`config.mk`:
```
export PLATFORM = sky130hd
export DESIGN_NAME = sef_firewall
export DESIGN_NICKNAME = d
export VERILOG_FILES = /design/src/sef_pkg.sv /design/src/sef_firewall.sv
export SDC_FILE = /design/constraint.sdc
export NUM_CORES = 2
export LEC_CHECK = 0
export ABC_AREA = 0
export BUFFER_PORTS_ARGS = -buffer_cell sky130_fd_sc_hd__buf_4
export CAP_MARGIN = 40
export CORE_MARGIN = 4
export CORE_UTILIZATION = 55
export CTS_CLUSTER_DIAMETER = 50
export DETAILED_ROUTE_END_ITERATION = 8
export MAX_ROUTING_LAYER = met4
export PLACE_DENSITY = 0.83
export RECOVER_POWER = 50
export SLEW_MARGIN = 30
export SYNTH_ARGS = -nofsm -noshare
export SYNTH_HDL_FRONTEND = slang
export SYNTH_SLANG_ARGS = --single-unit
```
`constraint.sdc`:
```
create_clock -name i_core_clk -period 13.95 [get_ports i_core_clk]
set_input_delay 0.6975 -clock i_core_clk [delete_from_list [all_inputs] [get_ports i_core_clk]]
set_output_delay 0.6975 -clock i_core_clk [all_outputs]
set_load 0.01 [all_outputs]
```
`src/sef_pkg.sv`:
```
package sef_pkg;
  // Bus and stored-word geometry
  localparam int unsigned SEF_AW      = 32;
  localparam int unsigned SEF_DW      = 32;
  localparam int unsigned SEF_VER_W   = 16;
  localparam int unsigned SEF_TAG_W   = 16;
  localparam int unsigned SEF_NVM_W   = 64;
  localparam int unsigned SEF_CT_LSB  = 0;
  localparam int unsigned SEF_TAG_LSB = 32;
  localparam int unsigned SEF_VER_LSB = 48;
  // Values after reset: partition empty, windows closed, versions zero
  localparam logic [31:0] SEF_PART_BASE_RST = 32'hffff_ffff;
  localparam logic [31:0] SEF_PART_LIM_RST  = 32'h0000_0000;
  localparam logic [31:0] SEF_WIN_RST       = 32'h0000_0000;
  localparam logic [15:0] SEF_VER_RST       = 16'h0000;
  localparam logic [15:0] SEF_VER_STEP      = 16'h0001;
  // Synchroniser depth for the test-mode pin
  localparam int unsigned SEF_SYNC_CYC = 2;

  typedef enum logic [1:0] {SEF_FW_IDLE, SEF_FW_FWD} sef_fw_st_t;
  typedef enum logic [1:0] {SEF_NV_IDLE, SEF_NV_WAIT} sef_nv_st_t;
  typedef enum logic [1:0] {SEF_OP_WRITE, SEF_OP_DELETE, SEF_OP_READ} sef_op_t;
endpackage

```
`src/sef_firewall.sv`:
```
// Notes on behaviour
// - The firewall windows and the partition bounds are written only from the enclave-side config port.
// - An outside request reaches the enclave bus only through a matching open window, otherwise it is refused.
// - No outside component can read or change an enclave asset except through a window the enclave opened.
// - Each window gates its own functional domain in hardware, with a separate write permission.
// - A store write or delete is acknowledged only after the memory reports a successful update.
// - While test mode is set the protection key is forced to zero and every store request is refused.
// - The protection key enters from inside the enclave and never appears on any output.
// - Outside requests that fall inside the private partition of shared memory are blocked.
// - Shared-memory access is arbitrated by a plain request and done handshake, whatever the memory is.
// - Enclave data goes to shared memory only as ciphertext, and a read back is decrypted inside.
// - Each slot carries a version held inside; a read of an older stored version is rejected.
// - Pad and tag mix in the instance identity, so another instance cannot use the stored image.
// - Each image is masked with a pad tied to its own version, so an old pad does not open a new image.
// - Every stored word carries an integrity tag checked on read back; versions reset to zero, so words stored before a power cycle fail the version check.
`timescale 1ns/1ps
`default_nettype none
module sef_firewall
  import sef_pkg::*;
#(
  parameter int unsigned NWIN    = 2,
  parameter int unsigned NSLOT   = 16,
  parameter logic [31:0] INST_ID = 32'h3c5a_0001  // Arbitrary value
)(
  input  wire logic                 i_core_clk,
  input  wire logic                 i_nrst,
  input  wire logic                 i_test_mode,
  input  wire logic [31:0]          i_key,
  input  wire logic                 i_win_we,
  input  wire logic [$clog2(NWIN)-1:0] i_win_idx,
  input  wire logic [31:0]          i_win_base,
  input  wire logic [31:0]          i_win_lim,
  input  wire logic                 i_win_en,
  input  wire logic                 i_win_wr,
  input  wire logic                 i_part_we,
  input  wire logic [31:0]          i_part_base,
  input  wire logic [31:0]          i_part_lim,
  input  wire logic                 i_ext_valid,
  input  wire logic                 i_ext_write,
  input  wire logic [31:0]          i_ext_addr,
  input  wire logic [31:0]          i_ext_wdata,
  output logic                      o_ext_ready,
  output logic                      o_ext_rvalid,
  output logic                      o_ext_err,
  output logic [31:0]               o_ext_rdata,
  output logic                      o_enc_valid,
  output logic                      o_enc_write,
  output logic [31:0]               o_enc_addr,
  output logic [31:0]               o_enc_wdata,
  input  wire logic                 i_enc_resp_valid,
  input  wire logic [31:0]          i_enc_rdata,
  input  wire logic                 i_st_valid,
  input  wire sef_op_t              i_st_op,
  input  wire logic [31:0]          i_st_addr,
  input  wire logic [31:0]          i_st_data,
  output logic                      o_st_ready,
  output logic                      o_st_ack,
  output logic                      o_st_err,
  output logic [31:0]               o_st_rdata,
  output logic                      o_nvm_valid,
  output logic                      o_nvm_write,
  output logic [31:0]               o_nvm_addr,
  output logic [SEF_NVM_W-1:0]      o_nvm_wdata,
  input  wire logic                 i_nvm_done,
  input  wire logic                 i_nvm_ok,
  input  wire logic [SEF_NVM_W-1:0] i_nvm_rdata,
  input  wire logic                 i_soc_nvm_valid,
  input  wire logic [31:0]          i_soc_nvm_addr,
  output logic                      o_soc_nvm_grant,
  output logic                      o_soc_nvm_block
);

  localparam int unsigned SW = $clog2(NSLOT);

  typedef struct packed {
    sef_fw_st_t                  fst;
    logic                        ext_rvalid;
    logic                        ext_err;
    logic [31:0]                 ext_rdata;
    logic                        enc_valid;
    logic                        enc_write;
    logic [31:0]                 enc_addr;
    logic [31:0]                 enc_wdata;
    logic [NWIN-1:0][31:0]       wbase;
    logic [NWIN-1:0][31:0]       wlim;
    logic [NWIN-1:0]             wen;
    logic [NWIN-1:0]             wwr;
    logic [31:0]                 pbase;
    logic [31:0]                 plim;
    sef_nv_st_t                  nst;
    sef_op_t                     op;
    logic [31:0]                 saddr;
    logic [SEF_VER_W-1:0]        sver;
    logic                        st_ack;
    logic                        st_err;
    logic [31:0]                 st_rdata;
    logic                        nvm_valid;
    logic                        nvm_write;
    logic [31:0]                 nvm_addr;
    logic [SEF_NVM_W-1:0]        nvm_wdata;
    logic [NSLOT-1:0][SEF_VER_W-1:0] ver;
    logic                        tm1;
    logic                        tm2;
  } sef_state_t;

  sef_state_t st_r;
  sef_state_t st_nxt;

  // Toy mixing; a real cipher core replaces these two, ports stay the same
  function automatic logic [31:0] f_pad(input logic [31:0] k, input logic [31:0] a, input logic [15:0] v);
    f_pad = {k[15:0], k[31:16]} ^ a ^ {v, ~v} ^ INST_ID;
  endfunction

  function automatic logic [15:0] f_tag(input logic [31:0] ct, input logic [31:0] a, input logic [15:0] v,
                                        input logic [31:0] k);
    f_tag = ct[31:16] ^ ct[15:0] ^ a[15:0] ^ v ^ k[31:16] ^ INST_ID[31:16];
  endfunction

  logic [NWIN-1:0]   win_match;
  logic              win_hit;
  logic [31:0]       key_eff;
  logic [31:0]       st_phys;
  logic [SW-1:0]     slot;
  logic [SEF_VER_W-1:0] new_ver;
  logic [31:0]       new_ct;
  logic [SEF_VER_W-1:0] rd_ver;
  logic [SEF_TAG_W-1:0] rd_tag;
  logic [31:0]       rd_ct;
  logic              rd_good;

  // One comparator pair per window; write needs its own permission bit
  for (genvar g = 0; g < NWIN; g++) begin : g_win
    assign win_match[g] = st_r.wen[g] && i_ext_addr >= st_r.wbase[g] && i_ext_addr <= st_r.wlim[g] &&
                          (!i_ext_write || st_r.wwr[g]);
  end
  assign win_hit = |win_match;

  // Key is dropped in test mode and used only in local arithmetic
  assign key_eff = st_r.tm2 ? 32'h0000_0000 : i_key;
  assign st_phys = st_r.pbase + i_st_addr;
  assign slot    = st_r.saddr[SW-1:0];
  assign new_ver = st_r.ver[i_st_addr[SW-1:0]] + SEF_VER_STEP;
  assign new_ct  = (i_st_op == SEF_OP_DELETE) ? 32'h0000_0000 : i_st_data ^ f_pad(key_eff, i_st_addr, new_ver);
  assign rd_ver  = i_nvm_rdata[SEF_VER_LSB +: SEF_VER_W];
  assign rd_tag  = i_nvm_rdata[SEF_TAG_LSB +: SEF_TAG_W];
  assign rd_ct   = i_nvm_rdata[SEF_CT_LSB +: 32];
  // Stale version or bad tag both reject the word
  assign rd_good = rd_ver == st_r.ver[slot] && rd_tag == f_tag(rd_ct, st_r.saddr, rd_ver, key_eff);

  always_comb begin
    st_nxt            = st_r;
    st_nxt.ext_rvalid = 1'b0;
    st_nxt.st_ack     = 1'b0;
    st_nxt.st_err     = 1'b0;
    // Pin synchroniser, first stage read only by the second
    st_nxt.tm1        = i_test_mode;
    st_nxt.tm2        = st_r.tm1;

    // Configuration reachable from the enclave side only
    if (i_win_we) begin
      st_nxt.wbase[i_win_idx] = i_win_base;
      st_nxt.wlim[i_win_idx]  = i_win_lim;
      st_nxt.wen[i_win_idx]   = i_win_en;
      st_nxt.wwr[i_win_idx]   = i_win_wr;
    end
    if (i_part_we) begin
      st_nxt.pbase = i_part_base;
      st_nxt.plim  = i_part_lim;
    end

    // Outside initiator path
    unique case (st_r.fst)
      SEF_FW_IDLE: begin
        if (i_ext_valid) begin
          if (win_hit) begin
            st_nxt.enc_valid = 1'b1;
            st_nxt.enc_write = i_ext_write;
            st_nxt.enc_addr  = i_ext_addr;
            st_nxt.enc_wdata = i_ext_wdata;
            st_nxt.fst       = SEF_FW_FWD;
          end else begin
            st_nxt.ext_rvalid = 1'b1;
            st_nxt.ext_err    = 1'b1;
            st_nxt.ext_rdata  = 32'h0000_0000;
          end
        end
      end
      SEF_FW_FWD: begin
        if (i_enc_resp_valid) begin
          st_nxt.enc_valid  = 1'b0;
          st_nxt.ext_rvalid = 1'b1;
          st_nxt.ext_err    = 1'b0;
          st_nxt.ext_rdata  = st_r.enc_write ? 32'h0000_0000 : i_enc_rdata;
          st_nxt.fst        = SEF_FW_IDLE;
        end
      end
    endcase

    // Protected store path; request held until done
    unique case (st_r.nst)
      SEF_NV_IDLE: begin
        if (i_st_valid) begin
          if (st_r.tm2 || st_phys > st_r.plim || st_phys < st_r.pbase) begin
            st_nxt.st_err = 1'b1;
          end else begin
            st_nxt.op        = i_st_op;
            st_nxt.saddr     = i_st_addr;
            st_nxt.sver      = new_ver;
            st_nxt.nvm_valid = 1'b1;
            st_nxt.nvm_write = i_st_op != SEF_OP_READ;
            st_nxt.nvm_addr  = st_phys;
            st_nxt.nvm_wdata = {new_ver, f_tag(new_ct, i_st_addr, new_ver, key_eff), new_ct};
            st_nxt.nst       = SEF_NV_WAIT;
          end
        end
      end
      SEF_NV_WAIT: begin
        if (i_nvm_done) begin
          st_nxt.nvm_valid = 1'b0;
          st_nxt.nst       = SEF_NV_IDLE;
          if (st_r.op != SEF_OP_READ) begin
            // Version advances only once the update is committed
            if (i_nvm_ok) begin
              st_nxt.ver[slot] = st_r.sver;
              st_nxt.st_ack    = 1'b1;
            end else begin
              st_nxt.st_err = 1'b1;
            end
          end else if (i_nvm_ok && rd_good) begin
            st_nxt.st_ack   = 1'b1;
            st_nxt.st_rdata = rd_ct ^ f_pad(key_eff, st_r.saddr, rd_ver);
          end else begin
            st_nxt.st_err   = 1'b1;
            st_nxt.st_rdata = 32'h0000_0000;
          end
        end
      end
    endcase
  end

  // Single state register
  always_ff @(posedge i_core_clk or negedge i_nrst) begin
    if (!i_nrst) begin
      st_r       <= '0;
      st_r.fst   <= SEF_FW_IDLE;
      st_r.nst   <= SEF_NV_IDLE;
      st_r.op    <= SEF_OP_WRITE;
      st_r.wbase <= {NWIN{SEF_WIN_RST}};
      st_r.wlim  <= {NWIN{SEF_WIN_RST}};
      st_r.pbase <= SEF_PART_BASE_RST;
      st_r.plim  <= SEF_PART_LIM_RST;
      st_r.ver   <= {NSLOT{SEF_VER_RST}};
    end else begin
      st_r <= st_nxt;
    end
  end

  // Ready is combinational so a request is taken in the same edge
  assign o_ext_ready  = st_r.fst == SEF_FW_IDLE;
  assign o_ext_rvalid = st_r.ext_rvalid;
  assign o_ext_err    = st_r.ext_err;
  assign o_ext_rdata  = st_r.ext_rdata;
  assign o_enc_valid  = st_r.enc_valid;
  assign o_enc_write  = st_r.enc_write;
  assign o_enc_addr   = st_r.enc_addr;
  assign o_enc_wdata  = st_r.enc_wdata;
  assign o_st_ready   = st_r.nst == SEF_NV_IDLE;
  assign o_st_ack     = st_r.st_ack;
  assign o_st_err     = st_r.st_err;
  assign o_st_rdata   = st_r.st_rdata;
  assign o_nvm_valid  = st_r.nvm_valid;
  assign o_nvm_write  = st_r.nvm_write;
  assign o_nvm_addr   = st_r.nvm_addr;
  assign o_nvm_wdata  = st_r.nvm_wdata;

  // Outside memory requests into the partition are cut off
  assign o_soc_nvm_block = i_soc_nvm_valid && i_soc_nvm_addr >= st_r.pbase && i_soc_nvm_addr <= st_r.plim;
  assign o_soc_nvm_grant = i_soc_nvm_valid && !o_soc_nvm_block;
endmodule
`default_nettype wire

```
==> results.ini <==
[outcome]
status = complete, but fails checks
violations = capacitance limit, slew limit

[die]
fp.dieH_um = 290
ios = 669
start_util = 0.554
coreArea_um2 = 78900
num_rows = 103
die_w_um = 290
dieArea_um2 = 84100

[logic_synthesis]
syn_avg_cell_area_um2 = 11.0
yosys.area.top_type = dfrtp_1
ys_top_cells_by_area = dfrtp_1, mux2_2, ha_1
yosys_warnings = 0
synth_top_area_share = 0.394
synth_ff_type = dfrtp_1
yosysSeqAreaShare = 0.414
yosys_register_bits = 721
syn_nets = 4704
ys_types = 91
synth_edf_count = 0
synthArstFlopShare = 1.00
synth.cell_area_um2 = 43700
postSynthCellCount = 3982

[sta]
finalMaxSlewViolations = 619
period_share = 0.555
finalClockSkew_ns = 0.0652
report.final.setup_viol = 0
final.setup.worst_slack_ns = 6.21
final_hold_viol_count = 0
final.setup.tns_ns = 0
slew_headroom = -2.58
max_freq_mhz = 129
tightestPinTransition_ns = 5.37
period_needed_ns = 7.74
grt_setup_unrepaired = false

[worst_setup_path]
r2r_slack_ns = 6.67
crit_required_ns = 14.37
worstPathArrival_ns = 8.16
crit_type = in2async
crit_path_start = i_nrst
end_kind = async pin
r2r_start = st_r[474]
critPathMaxFanout = 119
start_kind = input port

[drt]
vias_per_cell = 6.20
wl_per_cell_um = 27.2
drtAntennaViolNets = 0
drc_errors = 0
via_count = 34200
drt-pass1-iter-count = 6
wirelength_um = 150000
drt_iter0_markers = 3399

[clock_network]
clk_latency_ns = 0.67
h-tree-depth = 3
cts_tree = yes
cts_root_buffer = clkbuf_16
post-cts-setup-buffers = 0
cts_hold_buf = 0
cts_num_sinks = 721
cts.clk_slew.worst_paths_ns = 0.06
cts_max_path_buffers = 3
cts-resized-gates = 0
cts_buffers = 91

[placement]
hpwlAfterDp_um = 112000
portBuffers = 668
place_congestion = 1.03
dp_slack_ns = 5.84

[layout]
syn2layout_area_growth_pct = 15.0
fin_nets = 5101
drive_above_1_share = 0.282
final_cell_mix = dfrtp_1, buf_4, mux2_2
final_common_cell = dfrtp_1

[worst_hold_path]
hold_start = i_test_mode
hp-class = in2reg

[global_routing]
grt_first_pass_wirelength_um = 221000
antenna_found_initial = 13
grt.overflow.total = 0
grt_pass1_vias = 34200
grtUsageTotal = 0.355
grt_max_degree = 160

[power_and_ir_drop]
p_leak_nw = 23.8
ir_drop_uv = 105
powerDensity_nw_per_um2 = 151

[flow_run]
maxCapViolations = 12

[through the flow]
stage	power, W	utilization	hold slack (ns)	std cells	cell area [um^2]
floorplan	0.00453	-	0.331	3982	43700
global placement	0.00529	0.606	0.343	5315	47800
detailed placement	0.00539	0.610	0.343	5332	48100
CTS	0.00776	0.648	0.0828	5497	51100
global route	0.00793	0.638	0.171	5514	50300
finish	0.00760	0.638	0.181	5515	50300
[layer usage]
| metal | global-route usage | wire length, um | vias to the layer above |
|---|---|---|---|
| met4 | 0.172 | 8900 | 0 |
| li1 | - | - | 14700 |
| met2 | 0.530 | 67500 | 1930 |
| met1 | 0.449 | 57600 | 17200 |
| met3 | 0.101 | 15900 | 414 |
| met5 | - | 0 | - |
[flip-flops by register name, indices dropped and copies added, names as in the netlist]
name and count:
st_nxt 1, o_ext_err 1, o_st_ack 1, o_st_rdata 32, o_nvm_write 1, o_st_err 1
o_nvm_wdata 48, o_ext_rdata 32, o_enc_write 1, o_enc_wdata 32, st_r 501, o_ext_rvalid 1
o_enc_addr 32, o_enc_valid 1, o_nvm_addr 32, slot 4
[path summary, 6_finish.rpt]
kind	to	cells past startpoint
worst max-delay path	st_r[216]	4
worst min-delay path	st_nxt[0]	1
worst max register to register	o_nvm_wdata[8]	20
worst min register to register	st_r[0]	0
max in group i_core_clk	o_nvm_wdata[8]	20
min in group asynchronous	o_ext_rdata[15]	1
[Yosys cell counts (all sizes together), types with 16 or more instances]
master and count:
a211oi 17, a21o 106, a21oi 108, buf 268
clkbuf 157, dfrtp 689, dfstp 32, ha 288
inv 240, mux2 389, mux4 151, nand2 377
nand3 21, nand4 56, nor2 82, nor2b 37
nor3 18, o21a 16, o21ai 385, o22ai 66
o31ai 20, xnor2 235, xor2 68
[layout make-up]
type,instances,area [um^2]
diodes,14,35.0
clock buffers,108,2400
clock inverters,57,607
fillers,6145,28600
inverters,241,905
multi-input cells,2595,22200
flip-flops and latches,721,18100
well taps,1050,1310
repair buffers,729,4750
[worst max-delay path, stage by stage]
cell	delay (ns)
clkbuf_1	3.67
clkbuf_1	1.88
buf_16	0.45
clkbuf_1	1.25
[logic make-up (layout without fill, tap and decap cells)]
| kind of cell | Yosys count | count (layout) | share of synthesized area |
|---|---|---|---|
| AND/OR/NAND/NOR | 655 | 655 | 0.0686 |
| XOR/XNOR | 304 | 304 | 0.0621 |
| AO/OA/AOI/OAI | 796 | 796 | 0.109 |
| adder cells (fa/ha/maj) | 289 | 289 | 0.0829 |
| other | 0 | 14 | 0 |
| buffers and inverters | 666 | 1135 | 0.0813 |
| flip-flops | 721 | 721 | 0.414 |
| multiplexers | 551 | 551 | 0.183 |
[report_power, final]
part / switching [W] / internal [W]
Clock: 0.00101 / 0.00135
Sequential: 0.000321 / 0.00249
Combinational: 0.00143 / 0.000996
Total: 0.00276 / 0.00483
Note: power is estimated with default switching activity, not from simulation.
